==> src/core/rbd_pkg.sv <==
// Purpose: shared constants, layouts and helpers of the ram board bus decode block
// Assumes: 200 MHz clock, AXI4-Lite with 32-bit data for configuration
// Notes: configuration words stand in for the board straps
package rbd_pkg;

  // ----------------------------------------------------------------
  // register map (byte addresses)
  // ----------------------------------------------------------------
  localparam int AXI_AW = 8;
  localparam logic [7:0] REG_CFG = 8'h00;
  localparam logic [7:0] REG_PORT = 8'h04;
  localparam logic [7:0] REG_STATUS = 8'h08;
  localparam logic [7:0] REG_MASK = 8'h0C;
  localparam logic [7:0] REG_PFLAG = 8'h10;
  localparam logic [1:0] RESP_OKAY = 2'h0;
  localparam logic [1:0] RESP_SLVERR = 2'h2;

  // ----------------------------------------------------------------
  // configuration layouts and reset values
  // ----------------------------------------------------------------
  // cfg word: [3:0] page, [11:4] base in 4k blocks, [12] advanced write,
  // [15:13] board variant, [16] parity flag disable
  typedef struct packed {
    logic parity_off;
    logic [2:0] variant;
    logic adv_write;
    logic [7:0] base_4k;
    logic [3:0] page;
  } rbd_cfg_s;
  localparam int CFG_W = 17;
  localparam logic [16:0] CFG_RST = 17'h00000;

  // port word: [0] low byte enable, [1] lines 8-11, [2] lines 12-15,
  // [3] line 6 must be high, [7:4] lines 3..0 must be low when set
  typedef struct packed {
    logic [3:0] low_fitted;
    logic adr6_high;
    logic en_high;
    logic en_mid;
    logic en_low;
  } rbd_port_s;
  localparam int PORT_W = 8;
  localparam logic [7:0] PORT_RST = 8'h07;

  // board variants, smallest first
  localparam logic [2:0] VAR_16K = 3'h0;
  localparam logic [2:0] VAR_32K = 3'h1;
  localparam logic [2:0] VAR_64K = 3'h2;
  localparam logic [2:0] VAR_128K = 3'h3;

  // parity flag register and interrupt events
  localparam int PF_W = 3;
  localparam int PF_ERR0 = 0;
  localparam int PF_ERR1 = 1;
  localparam int PF_TYPE = 2;
  localparam int IOW_TYPE = 0;
  localparam int EV_W = 3;
  localparam int EV_PARITY = 0;
  localparam int EV_IOCLR = 1;
  localparam int EV_WRITE = 2;
  localparam logic [2:0] EV_RST = 3'h0;

  // ----------------------------------------------------------------
  // timing
  // ----------------------------------------------------------------
  localparam int CLK_PERIOD_NS = 5;
  localparam int ADV_WRITE_NS = 500;
  localparam int ADV_WRITE_CY = (ADV_WRITE_NS + CLK_PERIOD_NS - 1) / CLK_PERIOD_NS;

  typedef enum logic [1:0] {WR_IDLE, WR_WAIT, WR_HOLD} rbd_wr_e;

  // captured write towards the two paired byte banks
  typedef struct packed {
    logic bank0_en;
    logic bank1_en;
    logic [7:0] bank0_data;
    logic [7:0] bank1_data;
  } rbd_wr_s;

  // board capacity in bytes, 21 bits so a window can reach past the page
  function automatic logic [20:0] rbd_cap_bytes(input logic [2:0] v);
    case (v)
      VAR_16K: rbd_cap_bytes = 21'h004000;
      VAR_32K: rbd_cap_bytes = 21'h008000;
      VAR_64K: rbd_cap_bytes = 21'h010000;
      VAR_128K: rbd_cap_bytes = 21'h020000;
      default: rbd_cap_bytes = 21'h040000;
    endcase
  endfunction

  // byte-lane merge of a register write
  function automatic logic [31:0] rbd_merge(input logic [31:0] old, input logic [31:0] nw,
                                            input logic [3:0] strb);
    for (int i = 0; i < 4; i++) begin
      rbd_merge[8*i +: 8] = strb[i] ? nw[8*i +: 8] : old[8*i +: 8];
    end
  endfunction

endpackage

==> src/core/rbd_port_decode.sv <==
// Purpose: i/o port match for the parity flag register
// Assumes: address lines in positive logic, 1 = line active
// Notes: purely combinational; the caller registers the result
`timescale 1ns/1ps
`default_nettype none
module rbd_port_decode (
  // address and strap set
  input wire logic [15:0] addr_i,
  input wire rbd_pkg::rbd_port_s port_i,
  // result
  output logic match_o
);

  logic low_ok;
  logic mid_ok;
  logic high_ok;

  // low byte: line 6 polarity, lines 0-3 polarity, rest of the byte inactive
  assign low_ok = !port_i.en_low || ((addr_i[6] == port_i.adr6_high) &&
                  (addr_i[3:0] == ~port_i.low_fitted) &&
                  (addr_i[7] == 1'b0) && (addr_i[5:4] == 2'h0));
  // upper groups only count while strapped in
  assign mid_ok = !port_i.en_mid || (addr_i[11:8] == 4'h0);
  assign high_ok = !port_i.en_high || (addr_i[15:12] == 4'h0);
  assign match_o = low_ok && mid_ok && high_ok;

endmodule
`default_nettype wire

==> src/core/rbd_top.sv <==
// Purpose: memory window decode, write qualification and parity flag port of a ram board
// Assumes: bus command and address inputs synchronous to clk_i; software sets the straps
// Notes: one write and one read under way at a time on the register bus
//
// The implementer's own choices: the register addresses and the AXI4-Lite interface to the registers.
`timescale 1ns/1ps
`default_nettype none
// Contract
// - banks 0/1 pair; odd byte to bank 0
// - page straps compared with top four bits
// - base straps count 4k blocks from zero
// - default delayed mode captures on command
// - advanced mode waits 500 ns for data
// - default straps answer port 000F
// - decode over 8, 12 or 16 bits
// - line 6 low by default, else high
// - lines 0-3 high unless polarity strap fitted
// - smallest variant may disable parity flag
// - port read returns flags; write clears them
// - no address carried past page boundary
module rbd_top (
  // clock and reset
  input wire logic clk_i,
  input wire logic reset_n_i,
  // axi4-lite write channels
  input wire logic [rbd_pkg::AXI_AW-1:0] s_awaddr_i,
  input wire logic s_awvalid_i,
  output logic s_awready_o,
  input wire logic [31:0] s_wdata_i,
  input wire logic [3:0] s_wstrb_i,
  input wire logic s_wvalid_i,
  output logic s_wready_o,
  output logic [1:0] s_bresp_o,
  output logic s_bvalid_o,
  input wire logic s_bready_i,
  // axi4-lite read channels
  input wire logic [rbd_pkg::AXI_AW-1:0] s_araddr_i,
  input wire logic s_arvalid_i,
  output logic s_arready_o,
  output logic [31:0] s_rdata_o,
  output logic [1:0] s_rresp_o,
  output logic s_rvalid_o,
  input wire logic s_rready_i,
  // system bus memory side
  input wire logic [23:0] mem_addr_i,
  input wire logic mem_rd_i,
  input wire logic mem_wr_i,
  input wire logic mem_word_i,
  input wire logic [15:0] mem_wdata_i,
  output logic mem_select_o,
  output rbd_pkg::rbd_wr_s wr_o,
  output logic wr_strobe_o,
  // system bus i/o side
  input wire logic [15:0] io_addr_i,
  input wire logic io_rd_i,
  input wire logic io_wr_i,
  input wire logic [7:0] io_wdata_i,
  output logic io_port_select_o,
  output logic [7:0] io_rdata_o,
  // parity check and generate
  input wire logic [1:0] parity_err_i,
  output logic parity_type_o,
  // interrupt
  output logic irq_o
);

  localparam int ADV_CY = rbd_pkg::ADV_WRITE_CY;

  // ----------------------------------------------------------------
  // declarations
  // ----------------------------------------------------------------
  rbd_pkg::rbd_cfg_s cfg;
  rbd_pkg::rbd_port_s port;
  logic [rbd_pkg::EV_W-1:0] status;
  logic [rbd_pkg::EV_W-1:0] mask;
  logic [rbd_pkg::EV_W-1:0] events;
  logic [rbd_pkg::PF_W-1:0] pflag;
  logic aw_full;
  logic w_full;
  logic [rbd_pkg::AXI_AW-1:0] awaddr_q;
  logic [31:0] wdata_q;
  logic [3:0] wstrb_q;
  logic do_write;
  logic next_aw_full;
  logic next_w_full;
  logic next_rvalid;
  logic ar_hs;
  logic [31:0] rd_word;
  logic rd_ok;
  logic [20:0] win_lo;
  logic [20:0] win_hi;
  logic page_hit;
  logic mem_hit;
  logic port_hit;
  logic adv_eff;
  logic rec_parity;
  logic wr_q;
  logic wr_rise;
  logic cap_now;
  logic lat_word;
  logic lat_a0;
  logic [7:0] cnt;
  rbd_pkg::rbd_wr_e wr_state;

  // ----------------------------------------------------------------
  // register bus slave
  // ----------------------------------------------------------------
  // a write fires once both halves are held and no response is pending
  assign do_write = aw_full && w_full && !s_bvalid_o;
  assign next_aw_full = do_write ? 1'b0 : (aw_full || (s_awvalid_i && s_awready_o));
  assign next_w_full = do_write ? 1'b0 : (w_full || (s_wvalid_i && s_wready_o));
  assign ar_hs = s_arvalid_i && s_arready_o;
  assign next_rvalid = ar_hs || (s_rvalid_o && !s_rready_i);

  // address and data are taken in either order
  always_ff @(posedge clk_i) begin
    if (!reset_n_i) begin
      aw_full <= 1'b0;
      w_full <= 1'b0;
      s_awready_o <= 1'b0;
      s_wready_o <= 1'b0;
      awaddr_q <= '0;
      wdata_q <= '0;
      wstrb_q <= '0;
    end else begin
      aw_full <= next_aw_full;
      w_full <= next_w_full;
      s_awready_o <= !next_aw_full;
      s_wready_o <= !next_w_full;
      if (s_awvalid_i && s_awready_o) awaddr_q <= s_awaddr_i;
      if (s_wvalid_i && s_wready_o) begin
        wdata_q <= s_wdata_i;
        wstrb_q <= s_wstrb_i;
      end
    end
  end

  // write response, slverr for an unmapped or read-only word
  always_ff @(posedge clk_i) begin
    if (!reset_n_i) begin
      s_bvalid_o <= 1'b0;
      s_bresp_o <= rbd_pkg::RESP_OKAY;
    end else if (do_write) begin
      s_bvalid_o <= 1'b1;
      s_bresp_o <= (awaddr_q == rbd_pkg::REG_CFG || awaddr_q == rbd_pkg::REG_PORT ||
                    awaddr_q == rbd_pkg::REG_MASK) ? rbd_pkg::RESP_OKAY : rbd_pkg::RESP_SLVERR;
    end else if (s_bready_i) begin
      s_bvalid_o <= 1'b0;
    end
  end

  // software-written straps and mask
  always_ff @(posedge clk_i) begin
    if (!reset_n_i) begin
      cfg <= rbd_pkg::rbd_cfg_s'(rbd_pkg::CFG_RST);
      port <= rbd_pkg::rbd_port_s'(rbd_pkg::PORT_RST);
      mask <= rbd_pkg::EV_RST;
    end else if (do_write) begin
      unique case (awaddr_q)
        rbd_pkg::REG_CFG: cfg <= rbd_pkg::rbd_cfg_s'(
            rbd_pkg::rbd_merge(32'(cfg), wdata_q, wstrb_q)
        );
        rbd_pkg::REG_PORT: port <= rbd_pkg::rbd_port_s'(
            rbd_pkg::rbd_merge(32'(port), wdata_q, wstrb_q)
        );
        rbd_pkg::REG_MASK: mask <= rbd_pkg::EV_W'(
            rbd_pkg::rbd_merge(32'(mask), wdata_q, wstrb_q)
        );
        default: ;
      endcase
    end
  end

  // read word selection
  always_comb begin
    rd_ok = 1'b1;
    rd_word = 32'h00000000;
    case (s_araddr_i)
      rbd_pkg::REG_CFG: rd_word = 32'(cfg);
      rbd_pkg::REG_PORT: rd_word = 32'(port);
      rbd_pkg::REG_STATUS: rd_word = 32'(status);
      rbd_pkg::REG_MASK: rd_word = 32'(mask);
      rbd_pkg::REG_PFLAG: rd_word = 32'(pflag);
      default: rd_ok = 1'b0;
    endcase
  end

  // read channel, answer one cycle after the address is taken
  always_ff @(posedge clk_i) begin
    if (!reset_n_i) begin
      s_rvalid_o <= 1'b0;
      s_arready_o <= 1'b0;
      s_rdata_o <= 32'h00000000;
      s_rresp_o <= rbd_pkg::RESP_OKAY;
    end else begin
      s_rvalid_o <= next_rvalid;
      s_arready_o <= !next_rvalid;
      if (ar_hs) begin
        s_rdata_o <= rd_word;
        s_rresp_o <= rd_ok ? rbd_pkg::RESP_OKAY : rbd_pkg::RESP_SLVERR;
      end
    end
  end

  // ----------------------------------------------------------------
  // interrupt status
  // ----------------------------------------------------------------
  assign events[rbd_pkg::EV_PARITY] = rec_parity && (parity_err_i != 2'h0);
  assign events[rbd_pkg::EV_IOCLR] = io_wr_i && port_hit;
  assign events[rbd_pkg::EV_WRITE] = cap_now;

  // read clears, but an event in the same cycle survives
  always_ff @(posedge clk_i) begin
    if (!reset_n_i) begin
      status <= rbd_pkg::EV_RST;
    end else if (ar_hs && s_araddr_i == rbd_pkg::REG_STATUS) begin
      status <= events;
    end else begin
      status <= status | events;
    end
  end

  // level output, one cycle behind the status bits
  always_ff @(posedge clk_i) begin
    if (!reset_n_i) irq_o <= 1'b0;
    else irq_o <= |(status & mask);
  end

  // ----------------------------------------------------------------
  // memory window decode
  // ----------------------------------------------------------------
  // window kept 21 bits wide: the part past the page never compares
  assign win_lo = {1'b0, cfg.base_4k, 12'h000};
  assign win_hi = win_lo + rbd_pkg::rbd_cap_bytes(cfg.variant);
  assign page_hit = (mem_addr_i[23:20] == cfg.page);
  assign mem_hit = page_hit && ({1'b0, mem_addr_i[19:0]} >= win_lo) &&
                   ({1'b0, mem_addr_i[19:0]} < win_hi);

  always_ff @(posedge clk_i) begin
    if (!reset_n_i) mem_select_o <= 1'b0;
    else mem_select_o <= (mem_rd_i || mem_wr_i) && mem_hit;
  end

  // ----------------------------------------------------------------
  // write qualification
  // ----------------------------------------------------------------
  // advanced mode exists only on the mid-capacity variant
  assign adv_eff = cfg.adv_write && (cfg.variant == rbd_pkg::VAR_64K);
  assign wr_rise = mem_wr_i && !wr_q;
  assign cap_now = (wr_state == rbd_pkg::WR_IDLE && wr_rise && mem_hit && !adv_eff) ||
                   (wr_state == rbd_pkg::WR_WAIT && cnt == 8'(ADV_CY - 1));

  always_ff @(posedge clk_i) begin
    if (!reset_n_i) wr_q <= 1'b0;
    else wr_q <= mem_wr_i;
  end

  // command edge starts a capture; advanced mode counts out the data delay
  always_ff @(posedge clk_i) begin
    if (!reset_n_i) begin
      wr_state <= rbd_pkg::WR_IDLE;
      cnt <= 8'h00;
      lat_word <= 1'b0;
      lat_a0 <= 1'b0;
    end else begin
      unique case (wr_state)
        rbd_pkg::WR_IDLE: begin
          lat_word <= mem_word_i;
          lat_a0 <= mem_addr_i[0];
          cnt <= 8'h01;
          if (wr_rise && mem_hit) begin
            wr_state <= adv_eff ? rbd_pkg::WR_WAIT : rbd_pkg::WR_HOLD;
          end
        end
        rbd_pkg::WR_WAIT: begin
          cnt <= cnt + 8'h01;
          if (cap_now) wr_state <= rbd_pkg::WR_HOLD;
        end
        rbd_pkg::WR_HOLD: begin
          if (!mem_wr_i) wr_state <= rbd_pkg::WR_IDLE;
        end
      endcase
    end
  end

  // byte steering: a word fills both banks, odd byte into bank 0
  always_ff @(posedge clk_i) begin
    if (!reset_n_i) begin
      wr_strobe_o <= 1'b0;
      wr_o <= '0;
    end else begin
      wr_strobe_o <= cap_now;
      if (cap_now) begin
        wr_o.bank0_en <= (wr_state == rbd_pkg::WR_IDLE) ? (mem_word_i || mem_addr_i[0])
                                                         : (lat_word || lat_a0);
        wr_o.bank1_en <= (wr_state == rbd_pkg::WR_IDLE) ? (mem_word_i || !mem_addr_i[0])
                                                         : (lat_word || !lat_a0);
        wr_o.bank0_data <= ((wr_state == rbd_pkg::WR_IDLE) ? mem_word_i : lat_word) ?
                           mem_wdata_i[15:8] : mem_wdata_i[7:0];
        wr_o.bank1_data <= mem_wdata_i[7:0];
      end
    end
  end

  // ----------------------------------------------------------------
  // parity flag port
  // ----------------------------------------------------------------
  rbd_port_decode u_port_decode (
    .addr_i(io_addr_i),
    .port_i(port),
    .match_o(port_hit)
  );

  // the smallest board can switch the flag off entirely
  assign rec_parity = !(cfg.parity_off && cfg.variant == rbd_pkg::VAR_16K);

  always_ff @(posedge clk_i) begin
    if (!reset_n_i) begin
      io_port_select_o <= 1'b0;
      io_rdata_o <= 8'h00;
    end else begin
      io_port_select_o <= (io_rd_i || io_wr_i) && port_hit;
      io_rdata_o <= (io_rd_i && port_hit) ? 8'(pflag) : 8'h00;
    end
  end

  // write clears the error bits and loads the parity type; new errors win
  always_ff @(posedge clk_i) begin
    if (!reset_n_i) begin
      pflag <= '0;
    end else if (io_wr_i && port_hit) begin
      pflag[rbd_pkg::PF_ERR1:rbd_pkg::PF_ERR0] <= parity_err_i & {2{rec_parity}};
      pflag[rbd_pkg::PF_TYPE] <= io_wdata_i[rbd_pkg::IOW_TYPE];
    end else begin
      pflag[rbd_pkg::PF_ERR1:rbd_pkg::PF_ERR0] <= pflag[rbd_pkg::PF_ERR1:rbd_pkg::PF_ERR0] |
                                                  (parity_err_i & {2{rec_parity}});
    end
  end

  always_ff @(posedge clk_i) begin
    if (!reset_n_i) parity_type_o <= 1'b0;
    else parity_type_o <= pflag[rbd_pkg::PF_TYPE];
  end
endmodule
`default_nettype wire

==> config.mk <==
export PLATFORM = sky130hd
export DESIGN_NAME = rbd_top
export DESIGN_NICKNAME = d
export VERILOG_FILES = /design/src/core/rbd_pkg.sv /design/src/core/rbd_port_decode.sv /design/src/core/rbd_top.sv
export SDC_FILE = /design/constraint.sdc
export NUM_CORES = 1
export LEC_CHECK = 0
export BUFFER_PORTS_ARGS = -buffer_cell sky130_fd_sc_hd__buf_2
export CORE_MARGIN = 3
export CORE_UTILIZATION = 45
export CTS_CLUSTER_SIZE = 8
export DETAILED_ROUTE_END_ITERATION = 10
export PLACE_DENSITY = 0.72
export REMOVE_ABC_BUFFERS = 1
export SLEW_MARGIN = 20
export SYNTH_ARGS = -nofsm -noshare
export SYNTH_HDL_FRONTEND = slang
export SYNTH_SLANG_ARGS = --single-unit
==> constraint.sdc <==
create_clock -name clk_i -period 3.9 [get_ports clk_i]
set_input_delay 0.975 -clock clk_i [delete_from_list [all_inputs] [get_ports clk_i]]
set_output_delay 0.975 -clock clk_i [all_outputs]
set_load 0.1 [all_outputs]
# Word level (Yosys, flattened, before mapping)
# Index checks and enable logic that the tools add are counted.
# totals
reg_bits,149
latch_bits,0
mem_bits_rw,0
rom_bits,0
inputBits,130
output_inout_bits,72
wordCells,167
n_memories,0
# classes
add_sub_neg,2
multipliers,0
div,0
magnitude_cmp,2
eq_ne,18
shifts,0
n_mux,21
bitwise_logic,6
n_reduce_logical,74
# ops
cell,n
17-bit one-hot mux with 5 select lines,1
19-bit one-hot mux with 4 select lines,1
1-bit logical AND,27
8-bit by 4-bit == test with 1-bit output (second input constant),3
20-bit by 21-bit adder with 21-bit output,1
20-bit by 21-bit < comparator with 1-bit output,1
20-bit greater-or-equal comparator,1
3-bit AND reduction,6
8-bit by 3-bit == test with 1-bit output (second input constant),2
8-bit zero test,2
8-bit one-hot mux with 2 select lines,1
1-bit logical OR,15
2-bit 2-to-1 mux,7
1-bit zero test,13
8-bit by 1-bit adder with 8-bit output (second input constant),1
4-bit == test,2
8-bit by 5-bit == test with 1-bit output (second input constant),1
8-bit by 7-bit == test with 1-bit output (second input constant),1
4-bit zero test,2
1-bit 2-to-1 mux,8
8-bit 2-to-1 mux,1
3-bit by 2-bit == test with 1-bit output (second input constant),2
2-bit one-hot mux with 3 select lines,1
2-bit nonzero test,3
other kinds (18),20

# Longest topological paths before layout
# Gate-level depths: netlist (run 1).
# logic_depth
depth_word,11
ltp_mapped,15
mapped_depth_nobuf,14

# Hierarchy
# Synthesis (run 1) repeated with hierarchy kept, for this count alone.
# unflattened
hier_cells,692
area_unflattened_um2,6125.9
# modules_own_cells
module,n_inst,cells_each,area_each_um2
rbd_top,1,682,6038.3
rbd_port_decode,1,10,87.6

# Least setup slack after synthesis (run 1)
# No wires, ideal clock.
# synth_timing
path_type,reg-to-reg
startpoint,reg cfg[13] in the netlist's numbering
endpoint,reg wr_o[10] in the netlist's numbering
setup_time_ns,0.120
t_arrival_ns,2.914
required_time_ns,3.780
slack_ns,0.866
stages_incl_launch_ff,15
path_buffers,1
path_cell_list,dfxtp_1 -> nor3b_1 -> ha_1 -> a21o_1 -> a21oi_1 -> o21bai_1 -> a21oi_1 -> xnor2_1 -> ha_1 -> nor4_1 -> a221o_1 -> a31oi_4 -> buf_8 -> mux2i_1 -> nor2b_1
# synth_via
elab_chain_cells,8
# synth_rtl
element,line,rtl
"start, declared",rbd_top.sv:72,rbd_pkg::rbd_cfg_s cfg;
"start signal, assigned",rbd_top.sv:155,cfg <= rbd_pkg::rbd_cfg_s'(rbd_pkg::CFG_RST);
"start signal, assigned",rbd_top.sv:160,rbd_pkg::REG_CFG: cfg <= rbd_pkg::rbd_cfg_s'(
3-bit by 2-bit == test with 1-bit output (tied with other cells),rbd_pkg.sv:82,case (v)
19-bit one-hot mux with 4 select lines,rbd_pkg.sv:82,
20-bit by 21-bit adder with 21-bit output,rbd_top.sv:234,assign win_hi = win_lo + rbd_pkg::rbd_cap_bytes(cfg.variant);
20-bit by 21-bit < comparator with 1-bit output,rbd_top.sv:237,"({1'b0, mem_addr_i[19:0]} < win_hi);"
1-bit logical AND,rbd_top.sv:236,"assign mem_hit = page_hit && ({1'b0, mem_addr_i[19:0]} >= win_lo) &&"
1-bit logical AND,rbd_top.sv:250,assign cap_now = (wr_state == rbd_pkg::WR_IDLE && wr_rise && mem_hit && !adv_eff) ||
1-bit logical AND *,rbd_top.sv:250,
1-bit logical OR *,rbd_top.sv:250,
"end, declared",rbd_top.sv:51,"output rbd_pkg::rbd_wr_s wr_o,"
# Mark *: on every way between the ends. The rest lies on a longest branch, timed or not.
# A chain may end at the register's enable or synchronous reset.

# Worst setup path after layout (run 1)
# layout_timing
startpoint,reg cfg[13] in the netlist's numbering
endpoint,reg wr_o[2] in the netlist's numbering
# Same word-level chain as after synthesis.

==> impl_metrics.env, run 1 <==
export IMPL_run_status="finished, final reports clean"
export IMPL_first_pass_iters=4
export IMPL_nets=982
export IMPL_rows=42
export IMPL_async_flop_share=0
export IMPL_cp_top_family="compound AO/OA/AOI/OAI gates"
export IMPL_hold_class="reg -> reg"
export IMPL_cts_made_buffers=17
export IMPL_seqPwrFrac=0.408
export IMPL_avgSynthCellArea_um2=9.020
export IMPL_start_util=0.4613
export IMPL_cts_root_buffer="clkbuf_16"
export IMPL_synth_top_area_cell="dfxtp_1"
export IMPL_grt_max_degree=42
export IMPL_via_count=5007
export IMPL_yosys_warnings=0
export IMPL_ctsResizeCount=0
export IMPL_pin_count=202
export IMPL_synth_flop_cell="dfxtp_1"
export IMPL_critPathSlowestCell="a221o_1"
export IMPL_hpwl_um=10410
export IMPL_diodes=0
export IMPL_synth_edf_count=0
export IMPL_cts_hold_buf=0
export IMPL_coreArea_um2=13300
export IMPL_grt_pass1_wl_um=21960
export IMPL_powerDensity_nw_per_um2=439.0
export IMPL_drcViolationCount=0
export IMPL_ant_nets=0
export IMPL_min_period_ns=3.371
export IMPL_htree_num_levels=4
export IMPL_fp_dieW_um=122.7
export IMPL_cp_required_ns=4.20
export IMPL_crit_path_end_kind="flip-flop"
export IMPL_io_buffers=156
export IMPL_cts_path_max_buffers=2
export IMPL_switching_share=0.2528
export IMPL_slew_viol_final=0
export IMPL_switchingPower_w=0.0008382
export IMPL_drive_gt1_frac=0.2619
export IMPL_synthesis_area_um2=6133
export IMPL_synthCells=680
export IMPL_hold_viol=0
export IMPL_clkSlewWorstSetupHoldPaths_ns=0.05
export IMPL_holdWs_ns=0.4521
export IMPL_crit_arrival_ns=3.67
export IMPL_rsz0062_at_grt="no"
export IMPL_worstMarginPinSlew_ns=0.7642
export IMPL_yosysTopAreaCellShare=0.4145
export IMPL_combPwrFrac=0.120
export IMPL_grt_pass1_vias=4667
export IMPL_synth_distinct_cells=62
export IMPL_cts_setup_buffers=0
export IMPL_antenna_found_initial=0
export IMPL_fin_crit_sh=0.8643
export IMPL_syn_to_final_growth_pct=23.11
export IMPL_viasPerCell=4.928
export IMPL_relSlewSlack=0.4878
export IMPL_drt_initial_drc_count=204
export IMPL_cp_num_buf_inv=1
export IMPL_routed_wl_um=13960
export IMPL_wl_per_cell_um=13.74
export IMPL_overflow=0
export IMPL_yosys_top_cells_count="dfxtp_1, nand2_1, nor2b_1, a21boi_0, mux2i_1"
export IMPL_fmax_ghz=0.2967
export IMPL_ys_seq_elements=127
export IMPL_tritoncts="yes"
export IMPL_clk_latency_ns=0.42
export IMPL_die_height_um=122.7
export IMPL_criticalPathCategory="reg -> reg"
export IMPL_ys_seq_area_frac=0.4145
export IMPL_synth_top_cells_by_area="dfxtp_1, nand2_1, mux2i_1"
export IMPL_internal_power_w=0.002477
export IMPL_fillers=1238
export IMPL_cts_sinks=127
export IMPL_gr_usage_all_layers=0.1867
export IMPL_setup_tns_ns=0
export IMPL_finalSetupViolCount=0
export IMPL_p_leak_nw=3.304
export IMPL_clockPowerShare=0.471
export IMPL_fin_skew_ns=0.006285
export IMPL_vdd_ir_drop_max_mv=0.2525
export IMPL_place_gp_congestion=0.8040
export IMPL_cp_max_fo=20
export IMPL_drv_cap=0
export IMPL_worstPathCellList="nor3b_1 -> ha_1 -> a21o_1 -> a21oi_1 -> o21bai_1 -> a21oi_1 -> xnor2_1 -> ha_1 -> nor4_1 -> a221o_1 -> a31oi_4 -> buf_12 -> mux2i_1 -> nor2b_1"
export IMPL_dieArea_um2=15070
export IMPL_start_kind="flip-flop"
export IMPL_critPathMaxStageDelay_ns=0.41
==> per-layer routing <==
metal / track usage / up-vias / part of all wire / routed length, um
li1: - / 2597 / - / -
met1: 0.2387 / 2238 / 0.46 / 6454
met2: 0.2880 / 150 / 0.44 / 6119
met3: 0.05714 / 22 / 0.077 / 1080
met4: 0.08677 / 0 / 0.022 / 302
met5: 0 / - / 0 / 0
==> placed cells by master, fill, tap and decap left out, types with 4 or more instances in the layout <==
cell / n
buf_2: 156
nand2_1: 127
dfxtp_1: 127
nor2b_1: 46
a21boi_0: 38
mux2i_1: 34
ha_1: 23
conb_1: 22
a21oi_1: 18
nor2_1: 18
inv_1: 17
clkbuf_16: 17
nand3_1: 16
and2_1: 13
o21ai_0: 12
a21boi_2: 12
a22oi_1: 11
nor3_1: 10
xnor2_1: 9
mux2_2: 8
nor3b_1: 6
nor4_1: 6
o21a_1: 6
and3_1: 5
a21boi_1: 5
clkbuf_8: 5
xor2_1: 4
clkbuf_1: 4
buf_4: 4
==> final cells by class <==
| class | count | area (um^2) | area share |
|---|---|---|---|
| Sequential cell | 127 | 2542 | 0.3367 |
| Clock buffer | 26 | 509.2 | 0.06744 |
| Clock inverter | 5 | 77.57 | 0.01027 |
| Inverter | 17 | 63.81 | 0.008451 |
| Tap cell | 176 | 220.2 | 0.02916 |
| Multi-Input combinational cell | 503 | 3287 | 0.4353 |
| Timing Repair Buffer | 162 | 850.8 | 0.1127 |
==> worst register-to-register path, cell delays in order (launching register included) <==
cell and delay, ns:
dfxtp_1 0.40, nor3b_1 0.37, ha_1 0.31, a21o_1 0.15
a21oi_1 0.21, o21bai_1 0.09, a21oi_1 0.18, xnor2_1 0.14
ha_1 0.20, nor4_1 0.06, a221o_1 0.41, a31oi_4 0.24
buf_12 0.22, mux2i_1 0.22, nor2b_1 0.06
==> registers in the layout, summed over array words and instances, names as in the netlist, 8 cells and up <==
| name | cells |
|---|---|
| wr_o | 18 |
| cfg | 17 |
| s_rdata_o | 17 |
| wdata_q | 17 |
| awaddr_q | 8 |
| cnt | 8 |
| port | 8 |
==> path summary, 6_finish.rpt <==
path	from	endpoint	slack, ns	cells after the start
min reg2reg	wr_o[17]	wr_o[17]	0.45	2
max	cfg[13]	wr_o[2]	0.53	14
min	wr_o[17]	wr_o[17]	0.45	2
max reg2reg	cfg[13]	wr_o[2]	0.53	14
==> stage by stage <==
step	utilization	setup WS, ns	total power (W)	std cells	instance area (um^2)
after detailed placement	0.5238	0.5072	0.001780	985	6964
after global placement	0.5238	0.5720	0.001776	985	6964
final	0.5679	0.5291	0.003315	1016	7551
after CTS	0.5679	0.4879	0.003344	1016	7551
after floorplan	-	0.6102	0.001656	647	5893
after global routing	0.5679	0.2952	0.003427	1016	7551
==> cells by family (layout without fill, tap and decap cells) <==
kind of cell | Yosys count | count (layout) | synth area share
and+or+nand+nor | 268 | 268 | 0.2181
DFF | 127 | 127 | 0.4145
AOI/OAI and AO/OA | 134 | 134 | 0.1654
muxes | 42 | 42 | 0.07018
buffers and inverters | 71 | 210 | 0.06242
xor gates and xnor gates | 13 | 13 | 0.01856
other | 1 | 22 | 0.0006114
adders and majority gates | 24 | 24 | 0.05018
==> power by group through the flow <==
| stage | Clock (W) | Combinational, W | Sequential [W] |
|---|---|---|---|
| after floorplan | 0 | 0.000227 | 0.00143 |
| after global placement | 0 | 0.000397 | 0.00138 |
| after detailed placement | 0 | 0.000400 | 0.00138 |
| after CTS | 0.00159 | 0.000401 | 0.00135 |
| after global routing | 0.00164 | 0.000432 | 0.00136 |
| final | 0.00156 | 0.000399 | 0.00135 |
Power figures use the tool's default switching activity.
==> run 2: changes to the inputs <==
--- a/config.mk
+++ b/config.mk
@@ -15,4 +15,5 @@
 export SLEW_MARGIN = 20
 export SYNTH_ARGS = -nofsm -noshare
 export SYNTH_HDL_FRONTEND = slang
+export SYNTH_HIERARCHICAL = 1
 export SYNTH_SLANG_ARGS = --single-unit
==> run 2 against run 1 <==
Against the previous run: combinational power shrank 3%; global-route usage rose by 0.60 points; clock power rose by 9%; sequential power is essentially flat; first-iteration DRC count grew 27%; maximum frequency decreased by 1.5%; routed wire length grew 0.72%; critical path type unchanged; critical endpoint is now wr_o[5]; highest routed layer unchanged.
==> impl_metrics.env, run 2 <==
export IMPL_run_status="finished, final reports clean"
export IMPL_rsz0062_at_grt="no"
export IMPL_drcViolationCount=0
export IMPL_fin_ws_ns=0.4777
export IMPL_async_flop_share=0
export IMPL_tritoncts="yes"
export IMPL_yosys_top_cells_count="nand2_1, dfxtp_1, a21boi_0, mux2i_1, nor2b_1"
export IMPL_ctsResizeCount=0
export IMPL_crit_arrival_ns=3.70
export IMPL_ant_nets=0
export IMPL_cp_required_ns=4.18
export IMPL_routed_wl_um=14060
export IMPL_seqPwrFrac=0.393
export IMPL_clockPowerShare=0.494
export IMPL_crit_path_end_kind="flip-flop"
export IMPL_synthesis_area_um2=6126
export IMPL_first_pass_iters=4
export IMPL_rows=41
export IMPL_switching_share=0.2420
export IMPL_switchingPower_w=0.0008309
export IMPL_criticalPathCategory="reg -> reg"
export IMPL_ys_seq_area_frac=0.4150
export IMPL_critPathSlowestCell="dfxtp_1"
export IMPL_fillers=1172
export IMPL_viasPerCell=5.002
export IMPL_largest_register="wr_o"
export IMPL_synthCells=692
export IMPL_hold_viol=0
export IMPL_fin_crit_sh=0.8775
export IMPL_powerDensity_nw_per_um2=454.2
export IMPL_drt_initial_drc_count=259
export IMPL_placed_area_um2=6920
export IMPL_via_count=5097
export IMPL_drive_gt1_frac=0.2385
export IMPL_clk_latency_ns=0.41
export IMPL_diodes=0
export IMPL_finalSetupViolCount=0
export IMPL_final_cell_mix="buf_2, nand2_1, dfxtp_1, a21boi_0, mux2i_1"
export IMPL_gr_usage_all_layers=0.1926
export IMPL_coreArea_um2=12980
export IMPL_relSlewSlack=0.4717
export IMPL_ys_seq_elements=127
export IMPL_cts_setup_buffers=0
export IMPL_hpwl_um=10390
export IMPL_combPwrFrac=0.112
export IMPL_dieArea_um2=15050
export IMPL_synth_distinct_cells=62
export IMPL_final_common_cell="buf_2"
export IMPL_cp_top_family="compound AO/OA/AOI/OAI gates"
export IMPL_cts_made_buffers=17
export IMPL_cp_num_buf_inv=1
export IMPL_cp_max_fo=20
export IMPL_synth_edf_count=0
export IMPL_yosys_warnings=6
export IMPL_yosysTopAreaCellShare=0.4150
export IMPL_grt_max_degree=91
export IMPL_syn_to_final_growth_pct=23.39
export IMPL_synth_top_area_cell="dfxtp_1"
export IMPL_fp_dieW_um=122.7
export IMPL_grt_pass1_wl_um=22940
export IMPL_post_place_ws_ns=0.4698
export IMPL_cts_path_max_buffers=2
export IMPL_drv_cap=0
export IMPL_io_buffers=156
export IMPL_setup_tns_ns=0
export IMPL_worstPathCellList="nor3_1 -> ha_1 -> fa_1 -> a21o_1 -> a21oi_1 -> xor2_1 -> ha_1 -> a22o_1 -> nor4_1 -> a221o_1 -> o2111ai_1 -> o21a_1 -> buf_4 -> mux2i_1"
export IMPL_start_util=0.4720
export IMPL_overflow=0
export IMPL_wl_per_cell_um=13.80
export IMPL_die_height_um=122.7
export IMPL_synth_flop_cell="dfxtp_1"
export IMPL_cp_common_cell="ha_1"
export IMPL_antenna_found_initial=0
export IMPL_internal_power_w=0.002602
export IMPL_grt_pass1_vias=4895
export IMPL_p_leak_nw=3.327
export IMPL_synth_top_cells_by_area="dfxtp_1, nand2_1, mux2i_1"
export IMPL_avgSynthCellArea_um2=8.852
export IMPL_critPathMaxStageDelay_ns=0.44
export IMPL_fmax_ghz=0.2922
export IMPL_hold_class="reg -> reg"
export IMPL_min_period_ns=3.422
export IMPL_final_area_um2=7559
export IMPL_htree_num_levels=4
export IMPL_pin_count=202
export IMPL_cts_root_buffer="clkbuf_16"
export IMPL_vdd_ir_drop_max_mv=0.3434
export IMPL_nets=988
export IMPL_worstMarginPinSlew_ns=0.7925
export IMPL_clkSlewWorstSetupHoldPaths_ns=0.05
export IMPL_place_gp_congestion=0.8561
export IMPL_start_kind="flip-flop"
export IMPL_slew_viol_final=0
export IMPL_synth_most_common_cell="nand2_1"
export IMPL_cts_hold_buf=0
export IMPL_cts_sinks=127
export IMPL_largest_register_ffs=18
export IMPL_fin_skew_ns=0.006896
[run 2: cells by family (layout without fill, tap and decap cells)]
| family | Yosys count | in the layout | share of synthesized area |
|---|---|---|---|
| buffers and inverters | 73 | 207 | 0.06168 |
| muxes | 53 | 53 | 0.08885 |
| DFF | 127 | 127 | 0.4150 |
| and+or+nand+nor | 272 | 272 | 0.2185 |
| AOI/OAI and AO/OA | 129 | 129 | 0.1464 |
| other | 1 | 22 | 0.0006122 |
| xor gates and xnor gates | 13 | 13 | 0.01859 |
| adders and majority gates | 24 | 24 | 0.05025 |
[run 2: per-layer routing]
metal	vias to the layer above	wire [um]	global-route usage
li1	2621	-	-
met1	2328	6449	0.2440
met2	136	6671	0.3160
met3	12	782	0.05899
met4	0	154	0.05668
met5	-	0	0
[run 2: area by class of cell]
type,instances,area (um^2),area share
well taps,172,215.2,0.02847
inverters,16,60.06,0.007946
flip-flops and latches,127,2542,0.3364
repair buffers,159,818.3,0.1083
clock buffers,22,454.2,0.06009
clock inverters,10,183.9,0.02433
multi-input cells,513,3284,0.4345
[run 2: worst reg2reg max path, stage by stage, from the launching register on]
cell and delay (ns):
dfxtp_1 0.44, nor3_1 0.12, ha_1 0.22, fa_1 0.43
a21o_1 0.18, a21oi_1 0.17, xor2_1 0.17, ha_1 0.26
a22o_1 0.21, nor4_1 0.18, a221o_1 0.21, o2111ai_1 0.12
o21a_1 0.19, buf_4 0.24, mux2i_1 0.17
[run 2: worst paths after layout]
path         startpoint  endpoint  slack [ns]  cells after the start
min reg2reg    wr_o[12]  wr_o[12]        0.45                      2
max             cfg[15]   wr_o[5]        0.48                     14
max reg2reg     cfg[15]   wr_o[5]        0.48                     14
min            wr_o[12]  wr_o[12]        0.45                      2
[run 2: power by group through the flow]
| stage | clock network, W | logic (W) | registers [W] |
|---|---|---|---|
| 2_1_floorplan | 0 | 0.000226 | 0.00141 |
| 6_report | 0.00170 | 0.000386 | 0.00135 |
| 4_1_cts | 0.00173 | 0.000387 | 0.00135 |
| 5_1_grt | 0.00179 | 0.000419 | 0.00135 |
| 3_5_place_dp | 0 | 0.000385 | 0.00138 |
| 3_3_place_gp | 0 | 0.000382 | 0.00138 |
[run 2: through the flow]
| step | utilization | instances | power, W | hold slack, ns |
|---|---|---|---|---|
| floorplan | - | 656 | 0.001639 | 0.4353 |
| global placement | 0.5332 | 987 | 0.001758 | 0.4422 |
| detailed placement | 0.5332 | 987 | 0.001763 | 0.4474 |
| CTS | 0.5824 | 1019 | 0.003464 | 0.4546 |
| global route | 0.5824 | 1019 | 0.003561 | 0.4777 |
| finish | 0.5824 | 1019 | 0.003433 | 0.4525 |
==> run 3: changes to the inputs <==
--- a/config.mk
+++ b/config.mk
@@ -5,7 +5,7 @@
 export SDC_FILE = /design/constraint.sdc
 export NUM_CORES = 1
 export LEC_CHECK = 0
-export BUFFER_PORTS_ARGS = -buffer_cell sky130_fd_sc_hd__buf_2
+export BUFFER_PORTS_ARGS = -buffer_cell sky130_fd_sc_hd__clkbuf_2
 export CORE_MARGIN = 3
 export CORE_UTILIZATION = 45
 export CTS_CLUSTER_SIZE = 8
==> run 3 against run 2 <==
Against the previous run: clock power fell by 19%; clock skew increased by 0.0020 ns; global-route usage down 0.10 points; highest routed layer unchanged; first-iteration DRC count fell by 26%; critical path depth unchanged; critical endpoint is now wr_o[10]; register-to-register slack worse by 0.04 ns; critical path type unchanged; via count shrank 1.0%; maximum frequency is 1.2% lower; worst setup slack worse by 0.040 ns; routed wire length increased by 0.84%; hold slack better by 0.0017 ns.
==> impl_metrics.env, run 3 (synthesis results as in run 2) <==
export IMPL_cts_sinks=127
export IMPL_htree_num_levels=4
export IMPL_fin_util=0.5712
export IMPL_viasPerCell=4.975
export IMPL_hpwl_um=10510
export IMPL_worstPathCellList="nor3_1 -> ha_1 -> fa_1 -> a21o_1 -> a21oi_1 -> xor2_1 -> ha_1 -> a22o_1 -> nor4_1 -> a221o_1 -> o2111ai_1 -> o21a_1 -> buf_4 -> mux2i_1"
export IMPL_final_area_um2=7413
export IMPL_p_leak_nw=3.246
export IMPL_criticalPathCategory="reg -> reg"
export IMPL_critPathSlowestCell="dfxtp_1"
export IMPL_rsz0062_at_grt="no"
export IMPL_cp_required_ns=4.18
export IMPL_drive_gt1_frac=0.2328
export IMPL_diodes=0
export IMPL_slew_viol_final=0
export IMPL_via_count=5045
export IMPL_pin_count=202
export IMPL_fmax_ghz=0.2888
export IMPL_start_kind="flip-flop"
export IMPL_place_gp_congestion=0.8577
export IMPL_placed_area_um2=6915
export IMPL_ant_nets=0
export IMPL_crit_path_end_kind="flip-flop"
export IMPL_overflow=0
export IMPL_setup_tns_ns=0
export IMPL_cts_made_buffers=17
export IMPL_p_total_w=0.003109
export IMPL_cp_common_cell="ha_1"
export IMPL_cts_hold_buf=0
export IMPL_run_status="finished, final reports clean"
export IMPL_dieArea_um2=15050
export IMPL_cts_setup_buffers=0
export IMPL_fin_crit_sh=0.8879
export IMPL_hold_viol=0
export IMPL_grt_max_degree=97
export IMPL_critPathMaxStageDelay_ns=0.44
export IMPL_relSlewSlack=0.4511
export IMPL_largest_register_ffs=18
export IMPL_dr_wl_met2_um=6832
export IMPL_first_pass_iters=4
export IMPL_wl_met3_um=756
export IMPL_final_cell_mix="clkbuf_2, nand2_1, dfxtp_1, a21boi_0, mux2i_1"
export IMPL_drcViolationCount=0
export IMPL_cts_path_max_buffers=2
export IMPL_worstMarginPinSlew_ns=0.8234
export IMPL_largest_register="wr_o"
export IMPL_io_buffers=156
export IMPL_antenna_found_initial=0
export IMPL_rows=41
export IMPL_crit_arrival_ns=3.74
export IMPL_start_util=0.4720
export IMPL_tritoncts="yes"
export IMPL_finalSetupViolCount=0
export IMPL_routed_wl_um=14180
export IMPL_min_period_ns=3.463
export IMPL_grt_pass1_vias=4824
export IMPL_fp_dieW_um=122.7
export IMPL_grt_pass1_wl_um=22880
export IMPL_clkSlewWorstSetupHoldPaths_ns=0.05
export IMPL_powerDensity_nw_per_um2=419.4
export IMPL_final_common_cell="clkbuf_2"
export IMPL_coreArea_um2=12980
export IMPL_ctsResizeCount=0
export IMPL_drv_cap=0
export IMPL_wirelength_met1_um=6396
export IMPL_cp_max_fo=20
export IMPL_die_height_um=122.7
export IMPL_top_layer="met4"
export IMPL_fin_skew_ns=0.008908
export IMPL_gr_usage_all_layers=0.1916
export IMPL_cts_root_buffer="clkbuf_16"
export IMPL_nets=989
export IMPL_syn_to_final_growth_pct=21.02
export IMPL_drt_initial_drc_count=191
export IMPL_hold_class="reg -> reg"
export IMPL_wl_per_cell_um=13.98
export IMPL_clk_latency_ns=0.41
export IMPL_vdd_ir_drop_max_mv=0.2666
==> run 3: worst max-delay path: cells and delay by family, from the launching register on <==
family / cells / cell delay [ns]
and+or+nand+nor: 2 / 0.30
xor gates and xnor gates: 1 / 0.17
buffers and inverters: 1 / 0.23
muxes: 1 / 0.16
AOI/OAI and AO/OA: 6 / 1.09
adders and majority gates: 3 / 0.92
DFF: 1 / 0.44
==> run 3: area by class of cell <==
class / instances / area (um^2)
Inverter: 16 / 60.06
Timing Repair Buffer: 160 / 813.3
Multi-Input combinational cell: 513 / 3284
Sequential cell: 127 / 2542
Tap cell: 172 / 215.2
Clock buffer: 23 / 457.9
Clock inverter: 3 / 40.04
Fill cell: 1224 / 5565
==> run 3: through the flow <==
step           setup slack [ns]  hold slack, ns  std cells
3_5_place_dp             0.4408          0.4505        988
2_1_floorplan            0.4700          0.4353        656
4_1_cts                  0.4242          0.4576       1014
5_1_grt                  0.1450          0.4798       1014
6_report                 0.4373          0.4543       1014
3_3_place_gp             0.5163          0.4442        988
==> run 3: worst paths after layout <==
| kind | start | to | slack, ns | depth (start not counted) |
|---|---|---|---|---|
| hold reg to reg | wr_o[14] | wr_o[14] | 0.45 | 2 |
| setup / recovery | cfg[15] | wr_o[10] | 0.44 | 14 |
| hold / removal | wr_o[14] | wr_o[14] | 0.45 | 2 |
| setup reg to reg | cfg[15] | wr_o[10] | 0.44 | 14 |
==> run 3: layer usage <==
layer,track usage,vias up
met5,0,-
met1,0.2465,2297
li1,-,2615
met2,0.3116,122
met3,0.05069,11
met4,0.06508,0
==> run 3: where the power goes <==
part           internal, W  leakage (nW)  switching (W)
logic             0.000123          1.97       0.000260
clock network     0.000866         0.245       0.000508
registers          0.00133          1.03      0.0000221
